## src/rtl/apts_defines.vh

```
`ifndef APTS_DEFINES_VH
`define APTS_DEFINES_VH

// Register indices on the plain register port
`define APTS_ADDR_W          4
`define APTS_REG_CTRL2       4'h0
`define APTS_REG_STATUS      4'h1
`define APTS_REG_MASK        4'h2
`define APTS_REG_PAIR5       4'h3

// Control register 2 fields
`define APTS_SRC5_HI         12
`define APTS_SRC5_LO         8
`define APTS_PAIR4_INTERRUPT_ENABLE_BIT      7
`define APTS_PAIR4_PENDING_BIT       6
`define APTS_PAIR4_SOFTWARE_TRIGGER_BIT      5
`define APTS_SRC4_HI         4
`define APTS_SRC4_LO         0
`define APTS_CTRL2_RESET     16'h0000

// Pair 5 status register fields (own register)
`define APTS_PEND5_BIT       0
`define APTS_SWTRG5_BIT      1

// Interrupt status bits
`define APTS_IRQ_DONE4       0
`define APTS_IRQ_DONE5       1
`define APTS_IRQ_W           2
`define APTS_IRQ_RESET       2'h0

// Trigger source codes
`define APTS_SRC_OFF         5'h00
`define APTS_SRC_SW_IND      5'h01
`define APTS_SRC_SW_GLB      5'h02
`define APTS_SRC_SPECIAL     5'h03
`define APTS_SRC_PRI_LO      5'h04
`define APTS_SRC_PRI_HI      5'h07
`define APTS_SRC_TMR1        5'h0c
`define APTS_SRC_SEC_LO      5'h0e
`define APTS_SRC_SEC_HI      5'h11
`define APTS_SRC_CL_LO       5'h17
`define APTS_SRC_CL_HI       5'h1a
`define APTS_SRC_TMR2        5'h1f

// Sequencer states
`define APTS_ST_IDLE         2'b00
`define APTS_ST_BUSY4        2'b01
`define APTS_ST_BUSY5        2'b10

`endif

```

## src/rtl/apts_top.v

```verilog
`timescale 1ns/1ns
`default_nettype none
`include "apts_defines.vh"

module apts_top (
  input  wire                    sys_clk_i,
  input  wire                    resetn_i,
  input  wire [`APTS_ADDR_W-1:0] addr_i,
  input  wire [15:0]             wdata_i,
  input  wire                    wr_i,
  input  wire                    rd_i,
  output reg  [15:0]             rdata_o,
  input  wire                    special_trig_i,
  input  wire [3:0]              pwm_primary_i,
  input  wire [3:0]              pwm_secondary_i,
  input  wire [3:0]              pwm_climit_i,
  input  wire                    tmr1_match_i,
  input  wire                    tmr2_match_i,
  input  wire                    conv_busy_i,
  input  wire                    conv_done_i,
  output reg                     conv_start4_o,
  output reg                     conv_start5_o,
  output reg                     pair4_pending_o,
  output reg                     pair5_pending_o,
  output reg                     irq_o
);

  reg  [4:0]              pair4_trigger_source_ff;
  reg  [4:0]              pair5_trigger_source_ff;
  reg                     pair4_interrupt_enable_ff;
  reg                     pair4_software_trigger_ff;
  reg                     pair5_software_trigger_ff;
  reg                     pair4_pending_ff;
  reg                     pair5_pending_ff;
  reg  [1:0]              state_ff;
  reg  [`APTS_IRQ_W-1:0]  irq_status_ff;
  reg  [`APTS_IRQ_W-1:0]  irq_mask_ff;
  reg  [1:0]              nxt_state;
  reg                     nxt_start4;
  reg                     nxt_start5;
  reg  [15:0]             nxt_rdata;
  wire                    trig4;
  wire                    trig5;
  wire                    done4;
  wire                    done5;
  wire [`APTS_IRQ_W-1:0]  irq_events;
  wire [`APTS_IRQ_W-1:0]  nxt_irq_status;

  localparam [1:0]  ST_IDLE   = `APTS_ST_IDLE;
  localparam [1:0]  ST_BUSY4  = `APTS_ST_BUSY4;
  localparam [1:0]  ST_BUSY5  = `APTS_ST_BUSY5;
  localparam [15:0] CTRL2_RST = `APTS_CTRL2_RESET;

  wire wr_ctrl2  = wr_i && addr_i == `APTS_REG_CTRL2;
  wire wr_status = wr_i && addr_i == `APTS_REG_STATUS;
  wire wr_mask   = wr_i && addr_i == `APTS_REG_MASK;
  wire wr_pair5  = wr_i && addr_i == `APTS_REG_PAIR5;

  apts_trig_mux u_mux4 (
    .sys_clk_i       (sys_clk_i),
    .resetn_i        (resetn_i),
    .source_i        (pair4_trigger_source_ff),
    .sw_trig_i       (pair4_software_trigger_ff),
    .special_trig_i  (special_trig_i),
    .pwm_primary_i   (pwm_primary_i),
    .pwm_secondary_i (pwm_secondary_i),
    .pwm_climit_i    (pwm_climit_i),
    .tmr1_match_i    (tmr1_match_i),
    .tmr2_match_i    (tmr2_match_i),
    .trig_o          (trig4)
  );

  apts_trig_mux u_mux5 (
    .sys_clk_i       (sys_clk_i),
    .resetn_i        (resetn_i),
    .source_i        (pair5_trigger_source_ff),
    .sw_trig_i       (pair5_software_trigger_ff),
    .special_trig_i  (special_trig_i),
    .pwm_primary_i   (pwm_primary_i),
    .pwm_secondary_i (pwm_secondary_i),
    .pwm_climit_i    (pwm_climit_i),
    .tmr1_match_i    (tmr1_match_i),
    .tmr2_match_i    (tmr2_match_i),
    .trig_o          (trig5)
  );

  // Control fields and software triggers
  always @(posedge sys_clk_i or negedge resetn_i) begin
    if (!resetn_i) begin
      pair4_trigger_source_ff   <= CTRL2_RST[`APTS_SRC4_HI:`APTS_SRC4_LO];
      pair5_trigger_source_ff   <= CTRL2_RST[`APTS_SRC5_HI:`APTS_SRC5_LO];
      pair4_interrupt_enable_ff <= CTRL2_RST[`APTS_PAIR4_INTERRUPT_ENABLE_BIT];
      pair4_software_trigger_ff <= CTRL2_RST[`APTS_PAIR4_SOFTWARE_TRIGGER_BIT];
      pair5_software_trigger_ff <= 1'b0;
      irq_mask_ff               <= `APTS_IRQ_RESET;
    end else begin
      if (wr_ctrl2) begin
        pair5_trigger_source_ff   <= wdata_i[`APTS_SRC5_HI:`APTS_SRC5_LO];
        pair4_trigger_source_ff   <= wdata_i[`APTS_SRC4_HI:`APTS_SRC4_LO];
        pair4_interrupt_enable_ff <= wdata_i[`APTS_PAIR4_INTERRUPT_ENABLE_BIT];
      end
      // Pending set clears the trigger; a new write of one wins
      if (wr_ctrl2 && wdata_i[`APTS_PAIR4_SOFTWARE_TRIGGER_BIT]) begin
        pair4_software_trigger_ff <= 1'b1;
      end else if (trig4) begin
        pair4_software_trigger_ff <= 1'b0;
      end
      if (wr_pair5 && wdata_i[`APTS_SWTRG5_BIT]) begin
        pair5_software_trigger_ff <= 1'b1;
      end else if (trig5) begin
        pair5_software_trigger_ff <= 1'b0;
      end
      if (wr_mask) begin
        irq_mask_ff <= wdata_i[`APTS_IRQ_W-1:0];
      end
    end
  end

  // Sequencer: one conversion at a time, pair 4 first
  assign done4 = state_ff == ST_BUSY4 && conv_done_i;
  assign done5 = state_ff == ST_BUSY5 && conv_done_i;

  always @* begin
    nxt_state  = state_ff;
    nxt_start4 = 1'b0;
    nxt_start5 = 1'b0;
    case (state_ff)
      ST_IDLE: begin
        if (!conv_busy_i) begin
          if (pair4_pending_ff) begin
            nxt_state  = ST_BUSY4;
            nxt_start4 = 1'b1;
          end else if (pair5_pending_ff) begin
            nxt_state  = ST_BUSY5;
            nxt_start5 = 1'b1;
          end
        end
      end
      ST_BUSY4: begin
        if (conv_done_i) begin
          nxt_state = ST_IDLE;
        end
      end
      ST_BUSY5: begin
        if (conv_done_i) begin
          nxt_state = ST_IDLE;
        end
      end
      default: begin
        nxt_state = ST_IDLE;
      end
    endcase
  end

  always @(posedge sys_clk_i or negedge resetn_i) begin
    if (!resetn_i) begin
      state_ff         <= ST_IDLE;
      pair4_pending_ff <= 1'b0;
      pair5_pending_ff <= 1'b0;
      conv_start4_o    <= 1'b0;
      conv_start5_o    <= 1'b0;
      pair4_pending_o  <= 1'b0;
      pair5_pending_o  <= 1'b0;
    end else begin
      state_ff      <= nxt_state;
      conv_start4_o <= nxt_start4;
      conv_start5_o <= nxt_start5;
      // Trigger wins over completion in the same cycle
      if (trig4) begin
        pair4_pending_ff <= 1'b1;
      end else if (done4) begin
        pair4_pending_ff <= 1'b0;
      end
      if (trig5) begin
        pair5_pending_ff <= 1'b1;
      end else if (done5) begin
        pair5_pending_ff <= 1'b0;
      end
      pair4_pending_o <= trig4 || (pair4_pending_ff && !done4);
      pair5_pending_o <= trig5 || (pair5_pending_ff && !done5);
    end
  end

  // Sticky interrupt status, write one to clear, set wins
  assign irq_events[`APTS_IRQ_DONE4] = done4 && pair4_interrupt_enable_ff;
  assign irq_events[`APTS_IRQ_DONE5] = done5;
  assign nxt_irq_status = irq_events |
                          (irq_status_ff & ~({`APTS_IRQ_W{wr_status}} & wdata_i[`APTS_IRQ_W-1:0]));

  always @(posedge sys_clk_i or negedge resetn_i) begin
    if (!resetn_i) begin
      irq_status_ff <= `APTS_IRQ_RESET;
      irq_o         <= 1'b0;
    end else begin
      irq_status_ff <= nxt_irq_status;
      irq_o         <= |(nxt_irq_status & irq_mask_ff);
    end
  end

  // Read mux, data one cycle after the strobe
  always @* begin
    nxt_rdata = 16'h0000;
    case (addr_i)
      `APTS_REG_CTRL2: begin
        nxt_rdata[`APTS_SRC5_HI:`APTS_SRC5_LO] = pair5_trigger_source_ff;
        nxt_rdata[`APTS_PAIR4_INTERRUPT_ENABLE_BIT]           = pair4_interrupt_enable_ff;
        nxt_rdata[`APTS_PAIR4_PENDING_BIT]            = pair4_pending_ff;
        nxt_rdata[`APTS_PAIR4_SOFTWARE_TRIGGER_BIT]           = pair4_software_trigger_ff;
        nxt_rdata[`APTS_SRC4_HI:`APTS_SRC4_LO] = pair4_trigger_source_ff;
      end
      `APTS_REG_STATUS: begin
        nxt_rdata[`APTS_IRQ_W-1:0] = irq_status_ff;
      end
      `APTS_REG_MASK: begin
        nxt_rdata[`APTS_IRQ_W-1:0] = irq_mask_ff;
      end
      `APTS_REG_PAIR5: begin
        nxt_rdata[`APTS_PEND5_BIT]  = pair5_pending_ff;
        nxt_rdata[`APTS_SWTRG5_BIT] = pair5_software_trigger_ff;
      end
      default: begin
        nxt_rdata = 16'h0000;
      end
    endcase
  end

  always @(posedge sys_clk_i or negedge resetn_i) begin
    if (!resetn_i) begin
      rdata_o <= 16'h0000;
    end else if (rd_i) begin
      rdata_o <= nxt_rdata;
    end else begin
      rdata_o <= 16'h0000;
    end
  end

endmodule // apts_top

`default_nettype wire

```

## src/rtl/apts_trig_mux.v

```verilog
`timescale 1ns/1ns
`default_nettype none
`include "apts_defines.vh"

// Registered trigger pick for one pair
module apts_trig_mux (
  input  wire       sys_clk_i,
  input  wire       resetn_i,
  input  wire [4:0] source_i,
  input  wire       sw_trig_i,
  input  wire       special_trig_i,
  input  wire [3:0] pwm_primary_i,
  input  wire [3:0] pwm_secondary_i,
  input  wire [3:0] pwm_climit_i,
  input  wire       tmr1_match_i,
  input  wire       tmr2_match_i,
  output reg        trig_o
);

  wire [4:0] pri_idx = source_i - `APTS_SRC_PRI_LO;
  wire [4:0] sec_idx = source_i - `APTS_SRC_SEC_LO;
  wire [4:0] cl_idx  = source_i - `APTS_SRC_CL_LO;
  reg        nxt_trig;

  always @* begin
    nxt_trig = 1'b0;
    if (source_i == `APTS_SRC_SW_IND || source_i == `APTS_SRC_SW_GLB) begin
      nxt_trig = sw_trig_i;
    end else if (source_i == `APTS_SRC_SPECIAL) begin
      nxt_trig = special_trig_i;
    end else if (source_i >= `APTS_SRC_PRI_LO && source_i <= `APTS_SRC_PRI_HI) begin
      nxt_trig = pwm_primary_i[pri_idx[1:0]];
    end else if (source_i >= `APTS_SRC_SEC_LO && source_i <= `APTS_SRC_SEC_HI) begin
      nxt_trig = pwm_secondary_i[sec_idx[1:0]];
    end else if (source_i >= `APTS_SRC_CL_LO && source_i <= `APTS_SRC_CL_HI) begin
      nxt_trig = pwm_climit_i[cl_idx[1:0]];
    end else if (source_i == `APTS_SRC_TMR1) begin
      nxt_trig = tmr1_match_i;
    end else if (source_i == `APTS_SRC_TMR2) begin
      nxt_trig = tmr2_match_i;
    end
    // Off and reserved codes keep nxt_trig low
  end

  always @(posedge sys_clk_i or negedge resetn_i) begin
    if (!resetn_i) begin
      trig_o <= 1'b0;
    end else begin
      trig_o <= nxt_trig;
    end
  end

endmodule // apts_trig_mux

`default_nettype wire

```

## config.mk

```make
export PLATFORM = sky130hd
export DESIGN_NAME = apts_top
export DESIGN_NICKNAME = d
export VERILOG_FILES = /design/src/rtl/apts_top.v /design/src/rtl/apts_trig_mux.v
export VERILOG_INCLUDE_DIRS = /design/src /design/src/rtl
export SDC_FILE = /design/constraint.sdc
export NUM_CORES = 1
export LEC_CHECK = 0
export ABC_AREA = 1
export BUFFER_PORTS_ARGS = -buffer_cell sky130_fd_sc_hd__buf_2
export CAP_MARGIN = 20
export CORE_ASPECT_RATIO = 1.4
export CORE_MARGIN = 5
export CORE_UTILIZATION = 47
export DETAILED_ROUTE_END_ITERATION = 10
export PLACE_DENSITY = 0.86
export SYNTH_ARGS = -nofsm -noshare
export SYNTH_HDL_FRONTEND = slang
export SYNTH_SLANG_ARGS = --single-unit
```

## constraint.sdc

```tcl
create_clock -name sys_clk_i -period 1.6 [get_ports sys_clk_i]
set_clock_uncertainty 0.2 [all_clocks]
set_input_delay 0.08 -clock sys_clk_i [delete_from_list [all_inputs] [get_ports sys_clk_i]]
set_output_delay 0.08 -clock sys_clk_i [all_outputs]
set_load 0.05 [all_outputs]
```

== Yosys cells after proc, flatten, opt, wreduce, memory -nomap -nowiden ==
Cells that the tools add are included.
Word-level totals
  bits in registers: 44
  latch bits: 0
  memory bits (writable): 0
  bits in read-only memories: 0
  bits of input ports: 41
  logic and storage cells: 146
  memories: 0
Cells by class
  add/subtract/negate cells: 6
  multipliers: 0
  div/mod/pow operators: 0
  magnitude comparators: 18
  equality and inequality tests: 18
  shifts and indexed selects: 0
  mux-type cells: 49
  bitwise operators: 5
  reduce and logical (&&, ||, !) cells: 32
Operators with widths (count)
  1-bit 2-to-1 mux: 35
  5-bit by 2-bit == test with 1-bit output, second input constant: 4
  5-bit less-or-equal comparator, second input constant: 4
  2-bit by 3-bit < comparator with 1-bit output, second input constant: 6
  1-bit logical AND: 17
  13-bit 2-to-1 mux: 1
  1-bit binary-select mux with 2-bit select: 6
  11-bit 2-to-1 mux: 1
  5-bit by 1-bit == test with 1-bit output, second input constant: 2
  5-bit by 4-bit == test with 1-bit output, second input constant: 2
  5-bit == test, second input constant: 2
  5-bit by 3-bit greater-or-equal comparator with 1-bit output, second input constant: 2
  5-bit by 4-bit greater-or-equal comparator with 1-bit output, second input constant: 2
  5-bit greater-or-equal comparator, second input constant: 2
  5-bit by 3-bit less-or-equal comparator with 1-bit output, second input constant: 2
  4-bit by 2-bit == test with 1-bit output, second input constant: 2
  2-bit 2-to-1 mux: 4
  2-bit one-hot mux with 4 select lines: 1
  2-bit nonzero test: 4
  2-bit subtractor, second input constant: 4
  2-bit bitwise AND: 3
  4-bit by 1-bit == test with 1-bit output, second input constant: 1
  4-bit zero test: 1
  1-bit logical OR: 4
  13 further kinds: 16

== Longest topological paths before layout ==
Gate-level depths: netlist (run 1).
  depth in word-level cells: 8
  gate-level depth with buffers: 12
  depth with buffers taken out: 12

== Cells and area by module ==
From an unflattened synthesis (run 1), not the netlist that was laid out.
Unflattened totals
  cells, all modules: 291
  area, all modules: 2364.8 µm²
Modules (own cells, without submodules)
  apts_top: times used 1, cells each 161, area an instance 1642.8 µm²
  apts_trig_mux (u_mux5): times used 1, cells each 65, area an instance 367.9 µm²
  apts_trig_mux (u_mux4): times used 1, cells each 65, area an instance 354.1 µm²

== Worst setup path after synthesis (run 1) ==
Ideal clock, no wire load.
  kind: register to register
  start point: reg pair4_trigger_source_ff[1]
  end point: reg u_mux4.trig_o
  library setup time: 0.065 ns
  arrival time: 1.348 ns
  data required time: 1.335 ns
  slack: -0.013 ns
  cell stages (with the launch flop): 13
  buffers on the path: 1
  cell sequence: dfrtp_1 buf_4 inv_1 ha_1 a21oi_1 nand2_1 o21ai_0 nand2_1 nand2_1 nand2_1 nand2_1 nand2_1 nand2_1
On the way
  cells in the longest elaborated chain, start to end: 8
RTL lines
  start, declared: RTL line apts_top.v:28  | reg [4:0] pair4_trigger_source_ff;
  start signal, assigned: RTL line apts_top.v:90  | pair4_trigger_source_ff <= CTRL2_RST[`APTS_SRC4_HI:`APTS_SRC4_LO];
  start signal, assigned: RTL line apts_top.v:99  | pair4_trigger_source_ff <= wdata_i[`APTS_SRC4_HI:`APTS_SRC4_LO];
  2-bit subtractor (no line) or 5-bit == test (tied branches)
  1-bit binary-select mux with 2-bit select or 1-bit 2-to-1 mux (tied branches): RTL line apts_trig_mux.v:36, apts_trig_mux.v:39
  1-bit 2-to-1 mux (on tied branches): RTL line apts_trig_mux.v:36, apts_trig_mux.v:37
  1-bit 2-to-1 mux: RTL line apts_trig_mux.v:35  | end else if (source_i >= `APTS_SRC_CL_LO && source_i <= `APTS_SRC_CL_HI) begin
  1-bit 2-to-1 mux: RTL line apts_trig_mux.v:33  | end else if (source_i >= `APTS_SRC_SEC_LO && source_i <= `APTS_SRC_SEC_HI) begin
  1-bit 2-to-1 mux: RTL line apts_trig_mux.v:31  | end else if (source_i >= `APTS_SRC_PRI_LO && source_i <= `APTS_SRC_PRI_HI) begin
  1-bit 2-to-1 mux: RTL line apts_trig_mux.v:29  | end else if (source_i == `APTS_SRC_SPECIAL) begin
  1-bit 2-to-1 mux *: RTL line apts_trig_mux.v:27  | if (source_i == `APTS_SRC_SW_IND || source_i == `APTS_SRC_SW_GLB) begin
  named net u_mux4.nxt_trig: RTL line apts_trig_mux.v:23  | reg nxt_trig;
  end signal, assigned: RTL line apts_trig_mux.v:49  | trig_o <= nxt_trig;
  end, declared: RTL line apts_trig_mux.v:17  | output reg trig_o
Mark *: on every way through the listed nets, which the timed path passes. The rest lies on a longest branch. The select of a mux whose other input is x is not followed.
A chain may end at the register's enable or synchronous reset.

== Worst setup path after layout (run 1) ==
Ends and elaborated chain as after synthesis.

==> impl_results.md, run 1 <==
* Crit-path max FO at 5
* Worst Setup End Kind: flop
* Max-slew violations at 0
* IO Pins at 62
* Reg2Reg Setup Slack at -0.15 ns
* CTS Sinks at 41
* Data arrival time of the critical path at 1.75 ns
* Setup violators final at 2
* Layout Cells excl Fill at 438
* Yosys warns at 0
* Sequential area share after synthesis at 45.96%
* Post-route cell area at 0.003186 sq mm
* Crit path launch type: flop
* Largest area contributor in the netlist: dfrtp_1
* Wire per inst at 14.63 um
* Wirelength, routed at 6410 um
* Avg Cell Area, Syn at 8.029 sq um
* Final period util at 109.4%
* Reg-to-reg critical path startpoint: pair4_trigger_source_ff[1]
* # rows at 29
* RSZ-0062 raised after global routing: yes
* GR Util All Layers at 19.58%
* Number of diodes at 0
* H-tree levels at 2
* VDD IR-drop max at 0.001115 V
* Hold depth at 7
* P_leak at 0.001677 uW
* Hold WC Path Type: in -> reg
* Critical path class: reg -> reg
* CP required at 1.60 ns
* Reg clk slew, reported paths at 0.08 ns
* Slew HR at 65.96%
* CTS Buf Count at 5
* CTS tree: yes
* Setup TNS at -0.2225 ns
* Post-Synthesis Cells at 278
* Top-area cell type share of the netlist area at 45.96%
* Worst-skew pair later-pin latency at 0.30 ns
* Die area at 0.006247 sq mm
* DRC viols at 0
* R2r endpoint: u_mux4.trig_o
* Hpwl dp at 4070 um
* WHS Endpoint: u_mux4.trig_o
* Final GP Congestion at 0.9486
* Most frequent cells in the layout: buf_2, nand2_1, dfrtp_1
* Chip width at 68.25 um
* Clock buffer depth at 2
* IO buf count at 54
* Number of global-route vias before repair at 2245
* Initial antenna violation count at 0
* Vias/cell at 5.208
* Share of cells above drive strength 1 at 32.18%
* Count of different cell masters after synthesis at 30
* Core Area at 0.004572 sq mm
* Run status: finished, violations left
* Dpl cell area at 0.002571 sq mm
* Final WS setup at -0.1500 ns
* R2R cell count at 11
* Worst Min Path Start: pwm_primary_i[3]
* Flops & latches, synth at 41
* Initial Util at 48.82%
* Fmax at 0.5714 GHz
* Top post-synthesis cells by area: dfrtp_1, nand2_1, nor2_1
* Synthesized cell area at 0.002232 sq mm
* Gr ovfl total at 0
* Tmin final at 1.750 ns
* Failing checks: setup timing
* Pwr dens at 1273 mW/mm^2
* Commonest non-fill, non-tap cell in the layout: buf_2
* First-pass GRT wire length at 9487 um
* Die Y at 91.54 um
* Worst slew pin tran at 0.5106 ns
* Inst Count DP at 395
* Largest net degree at the start of global routing at 42
* Routed Antenna Nets at 0
* Area growth, synth to finish at 42.71%
* Max-cap viol count at 0
* Tot Pwr at 4054 uW
* DR pass1 iterations at 5
* CTS Root Cell: clkbuf_8
* Final nets at 427
* Via Count at 2281
* Count of final hold-check violations at 0
* Drt initial violations at 198
## cell usage after synthesis, drive strengths merged
library cell  instances
ha                   11
o221ai                1
conb                  1
nand2                57
nand3b                1
a211oi                2
dfrtp                41
nand4                 3
nor3                  1
inv                  35
a21o                  4
buf                  11
nor2                 39
a21oi                19
o22ai                 3
o211ai                3
a21boi                1
nand3                20
o21ai                21
o21bai                2
or2                   2
## cells by family after synthesis
group                    after synthesis  synth area share [%]
buffers and inverters                 46                 9.977
other                                  1                0.1680
adder cells (fa/ha/maj)               11                 6.166
flip-flops                            41                 45.96
AO/OA/AOI/OAI                         56                 14.24
AND/OR/NAND/NOR                      123                 23.49
## state kept, by name, summed over array words and instances, names as in the netlist, 2 cells and up
name and count:
irq_mask_ff 2, irq_status_ff 2, rdata_o 13, pair4_trigger_source_ff 5, state_ff 2, pair5_trigger_source_ff 5
## worst max-delay path by stage
stage                                     startpoint             to  depth (start not counted)
after floorplan           pair5_trigger_source_ff[1]  u_mux5.trig_o                         12
after CTS                 pair4_trigger_source_ff[0]  u_mux4.trig_o                         11
after global routing      pair4_trigger_source_ff[1]  u_mux4.trig_o                         11
final                     pair4_trigger_source_ff[1]  u_mux4.trig_o                         11
after detailed placement  pair5_trigger_source_ff[1]  u_mux5.trig_o                         11
after global placement    pair4_trigger_source_ff[1]  u_mux4.trig_o                         11
## worst max-delay path, stage by stage, from the launching register on
cell and delay (ns):
dfrtp_2 0.47, inv_4 0.08, ha_4 0.17, o21bai_4 0.17, nand3_2 0.07, nand2_2 0.06
nor2_1 0.14, nand2_1 0.06, nand2_1 0.07, nand2_1 0.06, nand2_1 0.06, nand2_1 0.05
## layer usage
layer	vias to the layer above	track usage, %	part of all wire [%]
li1	1080	-	-
met1	1074	22.28	40
met2	102	34.35	51
met3	25	3.951	5.9
met4	0	8.126	2.8
met5	-	0	0
## power by group
part	switching [uW]	internal (uW)	total [uW]	leakage, uW
registers	198	1260	1460	0.000501
clock network	385	628	1010	0.0000687
logic	961	624	1580	0.00111
total	1540	2510	4050	0.00168
## timing repair
item                                    in CTS  in global routing
hold endpoints to repair                    69                  0
gates cloned                                 0                  1
buffers inserted                             7                  5
pin swaps                                    3                 12
hold buffers                                23                  0
endpoints found under the setup margin       2                 17
resized for setup                            5                 37
## final cells by class
| class | instances | area [sq um] |
|---|---|---|
| inverters | 35 | 136.4 |
| well taps | 62 | 77.57 |
| flip-flops and latches | 41 | 1030 |
| clock buffers | 5 | 68.82 |
| fillers | 363 | 1386 |
| clock inverters | 3 | 68.82 |
| repair buffers | 99 | 674.4 |
| multi-input cells | 193 | 1130 |
## through the flow
step                      hold slack [ns]  setup slack [ns]  util, %
final                             0.07152           -0.1500    69.68
after CTS                         0.04275          -0.03209    65.46
after floorplan                   -0.4156          0.001035        -
after global placement           -0.03728         -0.001180    56.24
after detailed placement         -0.02851          -0.06474    56.24
after global routing               0.1127           -0.2110    69.68
(Power assumes the default switching activity.)
==> inputs of run 2 (changes only) <==
--- a/config.mk
+++ b/config.mk
@@ -9,11 +9,13 @@
 export ABC_AREA = 1
 export BUFFER_PORTS_ARGS = -buffer_cell sky130_fd_sc_hd__buf_2
 export CAP_MARGIN = 20
+export CELL_PAD_IN_SITES_DETAIL_PLACEMENT = 0
+export CELL_PAD_IN_SITES_GLOBAL_PLACEMENT = 2
 export CORE_ASPECT_RATIO = 1.4
 export CORE_MARGIN = 5
-export CORE_UTILIZATION = 47
+export CORE_UTILIZATION = 26
 export DETAILED_ROUTE_END_ITERATION = 10
-export PLACE_DENSITY = 0.86
+export PLACE_DENSITY = 0.84
 export SYNTH_ARGS = -nofsm -noshare
 export SYNTH_HDL_FRONTEND = slang
 export SYNTH_SLANG_ARGS = --single-unit
==> run 2 against run 1 <==
The run still ends with setup timing left. Total power decreased by 3.7%. Worst setup slack improved by 0.13 ns. Cell area increased by 1.2%. Critical path depth unchanged. Combinational power decreased by 7%. Global-route usage decreased by 7.7 points. Die area increased by 69%. Via count decreased by 7.7%. Core utilization decreased by 32 points. Worst hold slack got worse by 0.050 ns. First-iteration DRC count decreased by 49%. Sequential cell count unchanged.
==> impl_results.md, run 2 (synthesized netlist as in run 1, its figures left out) <==
* Hpwl dp at 4638 um
* CP required at 1.58 ns
* Count of final hold-check violations at 0
* Worst Setup End Kind: flop
* Fillers at 923
* Slowest cell on crit path: dfrtp_2
* Core Area at 0.008508 sq mm
* CTS Buf Count at 5
* Die area at 0.01056 sq mm
* DRC viols at 0
* Area growth, synth to finish at 44.39%
* Final nets at 428
* H-tree levels at 2
* IO buf count at 54
* GR Util All Layers at 11.88%
* Max-cap viol count at 0
* Max-slew violations at 0
* Largest Register: rdata_o
* First-pass GRT wire length at 9625 um
* Worst-path cell chain: inv_4, ha_4, o21bai_1, nand3_1, nand2_2, nor2_1, nand2_1, nand2_1, nand2_1, nand2_1, nand2_1
* IO Pins at 62
* Fmax at 0.6158 GHz
* CTS Root Cell: clkbuf_16
* Routed Antenna Nets at 0
* Max reg flops at 13
* Wirelength, routed at 6179 um
* Worst-skew pair later-pin latency at 0.29 ns
* Setup violators final at 2
* Pre-CTS WS at -0.06461 ns
* Final period util at 101.5%
* Number of global-route vias before repair at 2050
* Largest net degree at the start of global routing at 42
* Critical path class: reg -> reg
* Initial antenna violation count at 0
* Pwr dens at 1211 mW/mm^2
* Drt initial violations at 101
* Commonest non-fill, non-tap cell in the layout: buf_2
* Psw at 1479 uW
* Tmin final at 1.624 ns
* Chip width at 88.31 um
* Number of diodes at 0
* CTS Sinks at 41
* Final WS setup at -0.02399 ns
* Crit-path max FO at 4
* Clock buffer depth at 2
* Share of cells above drive strength 1 at 29.71%
* DR pass1 iterations at 4
* Via Count at 2106
* Reg clk slew, reported paths at 0.06 ns
* Gr ovfl total at 0
* P_leak at 0.001659 uW
* # rows at 40
* Final core occ at 37.88%
* Clock Power Share at 25.2%
* Failing checks: setup timing
* CP max stage delay at 0.43 ns
* Data arrival time of the critical path at 1.60 ns
* Crit path launch type: flop
* Die Y at 119.6 um
* Biggest regs: rdata_o: 13 flops, pair4_trigger_source_ff: 5 flops, pair5_trigger_source_ff: 5 flops
* Vias/cell at 4.369
* Dpl cell area at 0.002683 sq mm
* CTS tree: yes
* Wire per inst at 12.82 um
* Seq pwr share at 37.1%
* Hold WC Path Type: in -> reg
* Initial Util at 26.24%
* RSZ-0062 raised after global routing: yes
* Comb power frac at 37.7%
* Internal power at 2426 uW
* Final GP Congestion at 0.8555
* Sw frac at 37.87%
* Most frequent cells in the layout: buf_2, nand2_1, dfrtp_1
* Cell with the most instances on the worst path: nand2_1
* Run status: finished, violations left
* VDD IR-drop max at 0.0004987 V
* Post-route cell area at 0.003223 sq mm
run 2: cell count changes in the layout (fill, tap and decap cells not counted), moves of 3 or more:
cell and delta:
clkbuf_16 +5, clkbuf_8 -5, buf_4 +3, inv_1 +3, inv_2 -3, o21ai_0 +3
o21ai_1 -3
run 2: path summary, 6_finish.rpt:
kind / startpoint / endpoint / slack [ns] / cells past startpoint
max in group asynchronous: resetn_i / pair5_trigger_source_ff[0] / 0.89 / 3
min: addr_i[0] / irq_status_ff[1] / 0.02 / 4
min reg2reg: u_mux5.trig_o / pair5_pending_ff / 0.31 / 1
min in group asynchronous: resetn_i / rdata_o[3] / 0.09 / 3
max: pair4_trigger_source_ff[1] / u_mux4.trig_o / -0.02 / 11
max reg2reg: pair4_trigger_source_ff[1] / u_mux4.trig_o / -0.02 / 11
run 2: routing by layer:
layer | global-route usage [%] | vias up | share of wire (%) | wire length [um]
li1 | - | 1082 | - | -
met1 | 14.00 | 974 | 42 | 2571
met2 | 20.51 | 44 | 52 | 3205
met3 | 2.679 | 6 | 4.7 | 292
met4 | 4.537 | 0 | 1.8 | 110
met5 | 0 | - | 0 | 0
run 2: area by class of cell:
type | count | area (sq um) | share of cell area, %
Clock buffer | 5 | 125.1 | 3.882
Clock inverter | 3 | 17.52 | 0.5435
Inverter | 35 | 136.4 | 4.231
Multi-Input combinational cell | 193 | 1094 | 33.93
Sequential cell | 41 | 1030 | 31.95
Tap cell | 105 | 131.4 | 4.076
Timing Repair Buffer | 100 | 689.4 | 21.39
run 2: power by group through the flow:
stage          sequential, uW  combinational [uW]  clock (uW)
6_report                 1450                1470         985
5_1_grt                  1480                1630        1060
4_1_cts                  1430                1390        1020
3_5_place_dp             1450                1290           0
3_3_place_gp             1440                1290           0
2_1_floorplan            1600                 719           0
run 2: per-stage QoR:
stage | hold WS, ns | instances | power [uW] | setup TNS [ns]
2_1_floorplan | -0.4156 | 280 | 2318 | 0
3_3_place_gp | -0.1296 | 444 | 2733 | -0.05169
3_5_place_dp | -0.1278 | 444 | 2738 | -0.08098
4_1_cts | 0.008173 | 480 | 3847 | -0.02519
5_1_grt | 0.05035 | 482 | 4171 | -0.2536
6_report | 0.02157 | 482 | 3904 | -0.03105
run 2: worst max-delay path: cells and delay by family (launching register included):
family                   cells  cell delay, ns
flip-flops                   1            0.43
AO/OA/AOI/OAI                1            0.14
adder cells (fa/ha/maj)      1            0.16
AND/OR/NAND/NOR              8            0.51
buffers and inverters        1            0.08
run 2: what timing repair did:
item / in CTS / in global routing
resized for setup: 7 / 19
hold buffers: 23 / 0
setup buffers: 5 / 2
endpoints found under the setup margin: 2 / 5
hold endpoints to repair: 68 / 0
pin swaps: 3 / 8
==> inputs of run 3 (changes only) <==
--- a/config.mk
+++ b/config.mk
@@ -13,9 +13,11 @@
 export CELL_PAD_IN_SITES_GLOBAL_PLACEMENT = 2
 export CORE_ASPECT_RATIO = 1.4
 export CORE_MARGIN = 5
-export CORE_UTILIZATION = 26
+export CORE_UTILIZATION = 27
+export CTS_BUF_LIST = sky130_fd_sc_hd__clkbuf_4 sky130_fd_sc_hd__clkbuf_8
 export DETAILED_ROUTE_END_ITERATION = 10
-export PLACE_DENSITY = 0.84
+export PLACE_DENSITY = 0.87
 export SYNTH_ARGS = -nofsm -noshare
 export SYNTH_HDL_FRONTEND = slang
 export SYNTH_SLANG_ARGS = --single-unit
+export TNS_END_PERCENT = 100
==> run 3 against run 2 <==
The flow still finishes with violations (setup timing). Clock power fell by 10%. Combinational power fell by 3%. Register-to-register slack barely moved. Sequential cell count did not move. Via count rose by 0.19%. Critical path depth did not move. Worst setup slack improved by 0.0093 ns. Count of clock-buffer cells in the layout rose by 1. Worst hold slack got worse by 0.0065 ns. Total power fell by 4.3%. First-iteration DRC count fell by 29%. Critical path type unchanged.
==> impl_results.md, run 3 (synthesized netlist as in run 1, its figures left out) <==
* RSZ-0062 raised after global routing: yes
* CTS Buf Count at 5
* Drt initial violations at 72
* R2R cell count at 11
* Max reg flops at 13
* Worst-skew pair later-pin latency at 0.30 ns
* Failing checks: setup timing
* Share of cells above drive strength 1 at 27.81%
* Comb power frac at 38.1%
* Max-slew violations at 0
* Data arrival time of the critical path at 1.61 ns
* Wire per inst at 12.75 um
* Crit-path max FO at 4
* Hold_ws at 0.01503 ns
* Core Area at 0.008100 sq mm
* IO buf count at 54
* GR Util All Layers at 12.25%
* Worst Setup EP: u_mux4.trig_o
* Final core occ at 38.49%
* Critical Path Start: pair4_trigger_source_ff[1]
* Clock buffer depth at 2
* Initial Util at 27.56%
* Reg clk slew, reported paths at 0.08 ns
* DR pass1 iterations at 4
* Fmax at 0.6193 GHz
* Biggest regs: rdata_o: 13 flops, pair4_trigger_source_ff: 5 flops, pair5_trigger_source_ff: 5 flops
* Setup violators final at 2
* H-tree levels at 2
* Crit path launch type: flop
* Reg-to-reg critical path startpoint: pair4_trigger_source_ff[1]
* Largest net degree at the start of global routing at 42
* Hold WC Path Type: in -> reg
* Dpl cell area at 0.002671 sq mm
* VDD IR-drop max at 0.0004656 V
* Clock Power Share at 23.7%
* Initial antenna violation count at 0
* CP required at 1.59 ns
* Area growth, synth to finish at 39.69%
* Final nets at 425
* Area occupied by registers at 0.001028 sq mm
* Gr ovfl total at 0
* First-pass GRT wire length at 9915 um
* Critical path class: reg -> reg
* Number of global-route vias before repair at 2201
* Final WS setup at -0.01470 ns
* Reg2Reg Setup Slack at -0.01 ns
* Seq pwr share at 38.3%
* Number of diodes at 0
* Setup TNS at -0.01507 ns
* R2r endpoint: u_mux4.trig_o
* Chip width at 86.85 um
* Area of the multi-input gates at 0.001047 sq mm
* Die Y at 117.6 um
* Internal power at 2322 uW
* Via Count at 2110
* Commonest non-fill, non-tap cell in the layout: nand2_1
* IO Pins at 62
* CTS Root Cell: clkbuf_8
* Pwr dens at 1198 mW/mm^2
* # rows at 39
* Run status: finished, violations left
* Routed Antenna Nets at 0
* Final GP Congestion at 0.8776
* CTS tree: yes
* Tmin final at 1.615 ns
* Wirelength, routed at 6071 um
* DRC viols at 0
* Pre-CTS WS at -0.05681 ns
* Vias/cell at 4.433
* Hpwl dp at 4674 um
* Fillers at 873
* Worst Setup End Kind: flop
* Largest Register: rdata_o
* Final period util at 100.9%
* Max-cap viol count at 0
* P_leak at 0.001628 uW
* Post-route cell area at 0.003118 sq mm
* Sw frac at 37.86%
* CTS Sinks at 41
* Psw at 1415 uW
* Die area at 0.01021 sq mm
* Most frequent cells in the layout: nand2_1, buf_2, dfrtp_1
* Count of final hold-check violations at 0
## run 3: changes by cell type in the layout (fill, tap and decap cells not counted), sizes merged
cell	change
buf	-3
bufinv	+1
clkinv	-2
clkbuf	+1
## run 3: worst min path at each step
stage                     startpoint               end  slack (ns)  cells past startpoint
final                      addr_i[2]  irq_status_ff[1]        0.02                      5
after global routing       addr_i[2]  irq_status_ff[1]        0.05                      5
after CTS                  addr_i[2]  irq_status_ff[1]       0.002                      5
after detailed placement    resetn_i        rdata_o[2]       -0.13                      2
after global placement      resetn_i        rdata_o[2]       -0.13                      2
after floorplan             resetn_i     conv_start4_o       -0.42                      0
## run 3: repair_timing
action,CTS,global route
buffers inserted,3,2
hold buffers,23,0
pin swaps,1,3
hold endpoints to repair,70,0
resized for setup,11,4
setup endpoints to repair,2,4
## run 3: layout make-up
cell class,count,share of cell area [%]
multi-input cells,193,33.59
flip-flops and latches,41,32.99
repair buffers,97,21.27
inverters,35,4.213
well taps,102,4.093
clock buffers,6,2.648
clock inverters,2,1.204
## run 3: stage by stage
step	power (uW)	std cells
5_1_grt	4006	476
3_5_place_dp	2732	440
6_report	3736	476
4_1_cts	3748	474
2_1_floorplan	2318	280
3_3_place_gp	2719	440
## run 3: worst max-delay path, stage by stage, from the launching register on
cell      delay (ns)
dfrtp_1         0.39
inv_2           0.09
ha_2            0.18
o21bai_1        0.15
nand3_1         0.08
nand2_1         0.08
nor2_1          0.10
nand2_1         0.06
nand2_1         0.05
nand2_1         0.05
nand2_1         0.05
nand2_1         0.04
## run 3: metal layers
layer  track usage, %  wire length, um
met1            13.87             2450
met5                0                0
met4            5.848              151
met2            21.39             3196
met3            2.381              272
## run 3: power groups by stage
stage | clock (uW) | combinational (uW) | sequential [uW]
floorplan | 0 | 719 | 1600
global placement | 0 | 1280 | 1440
detailed placement | 0 | 1290 | 1440
CTS | 917 | 1400 | 1430
global route | 957 | 1590 | 1460
finish | 884 | 1420 | 1430
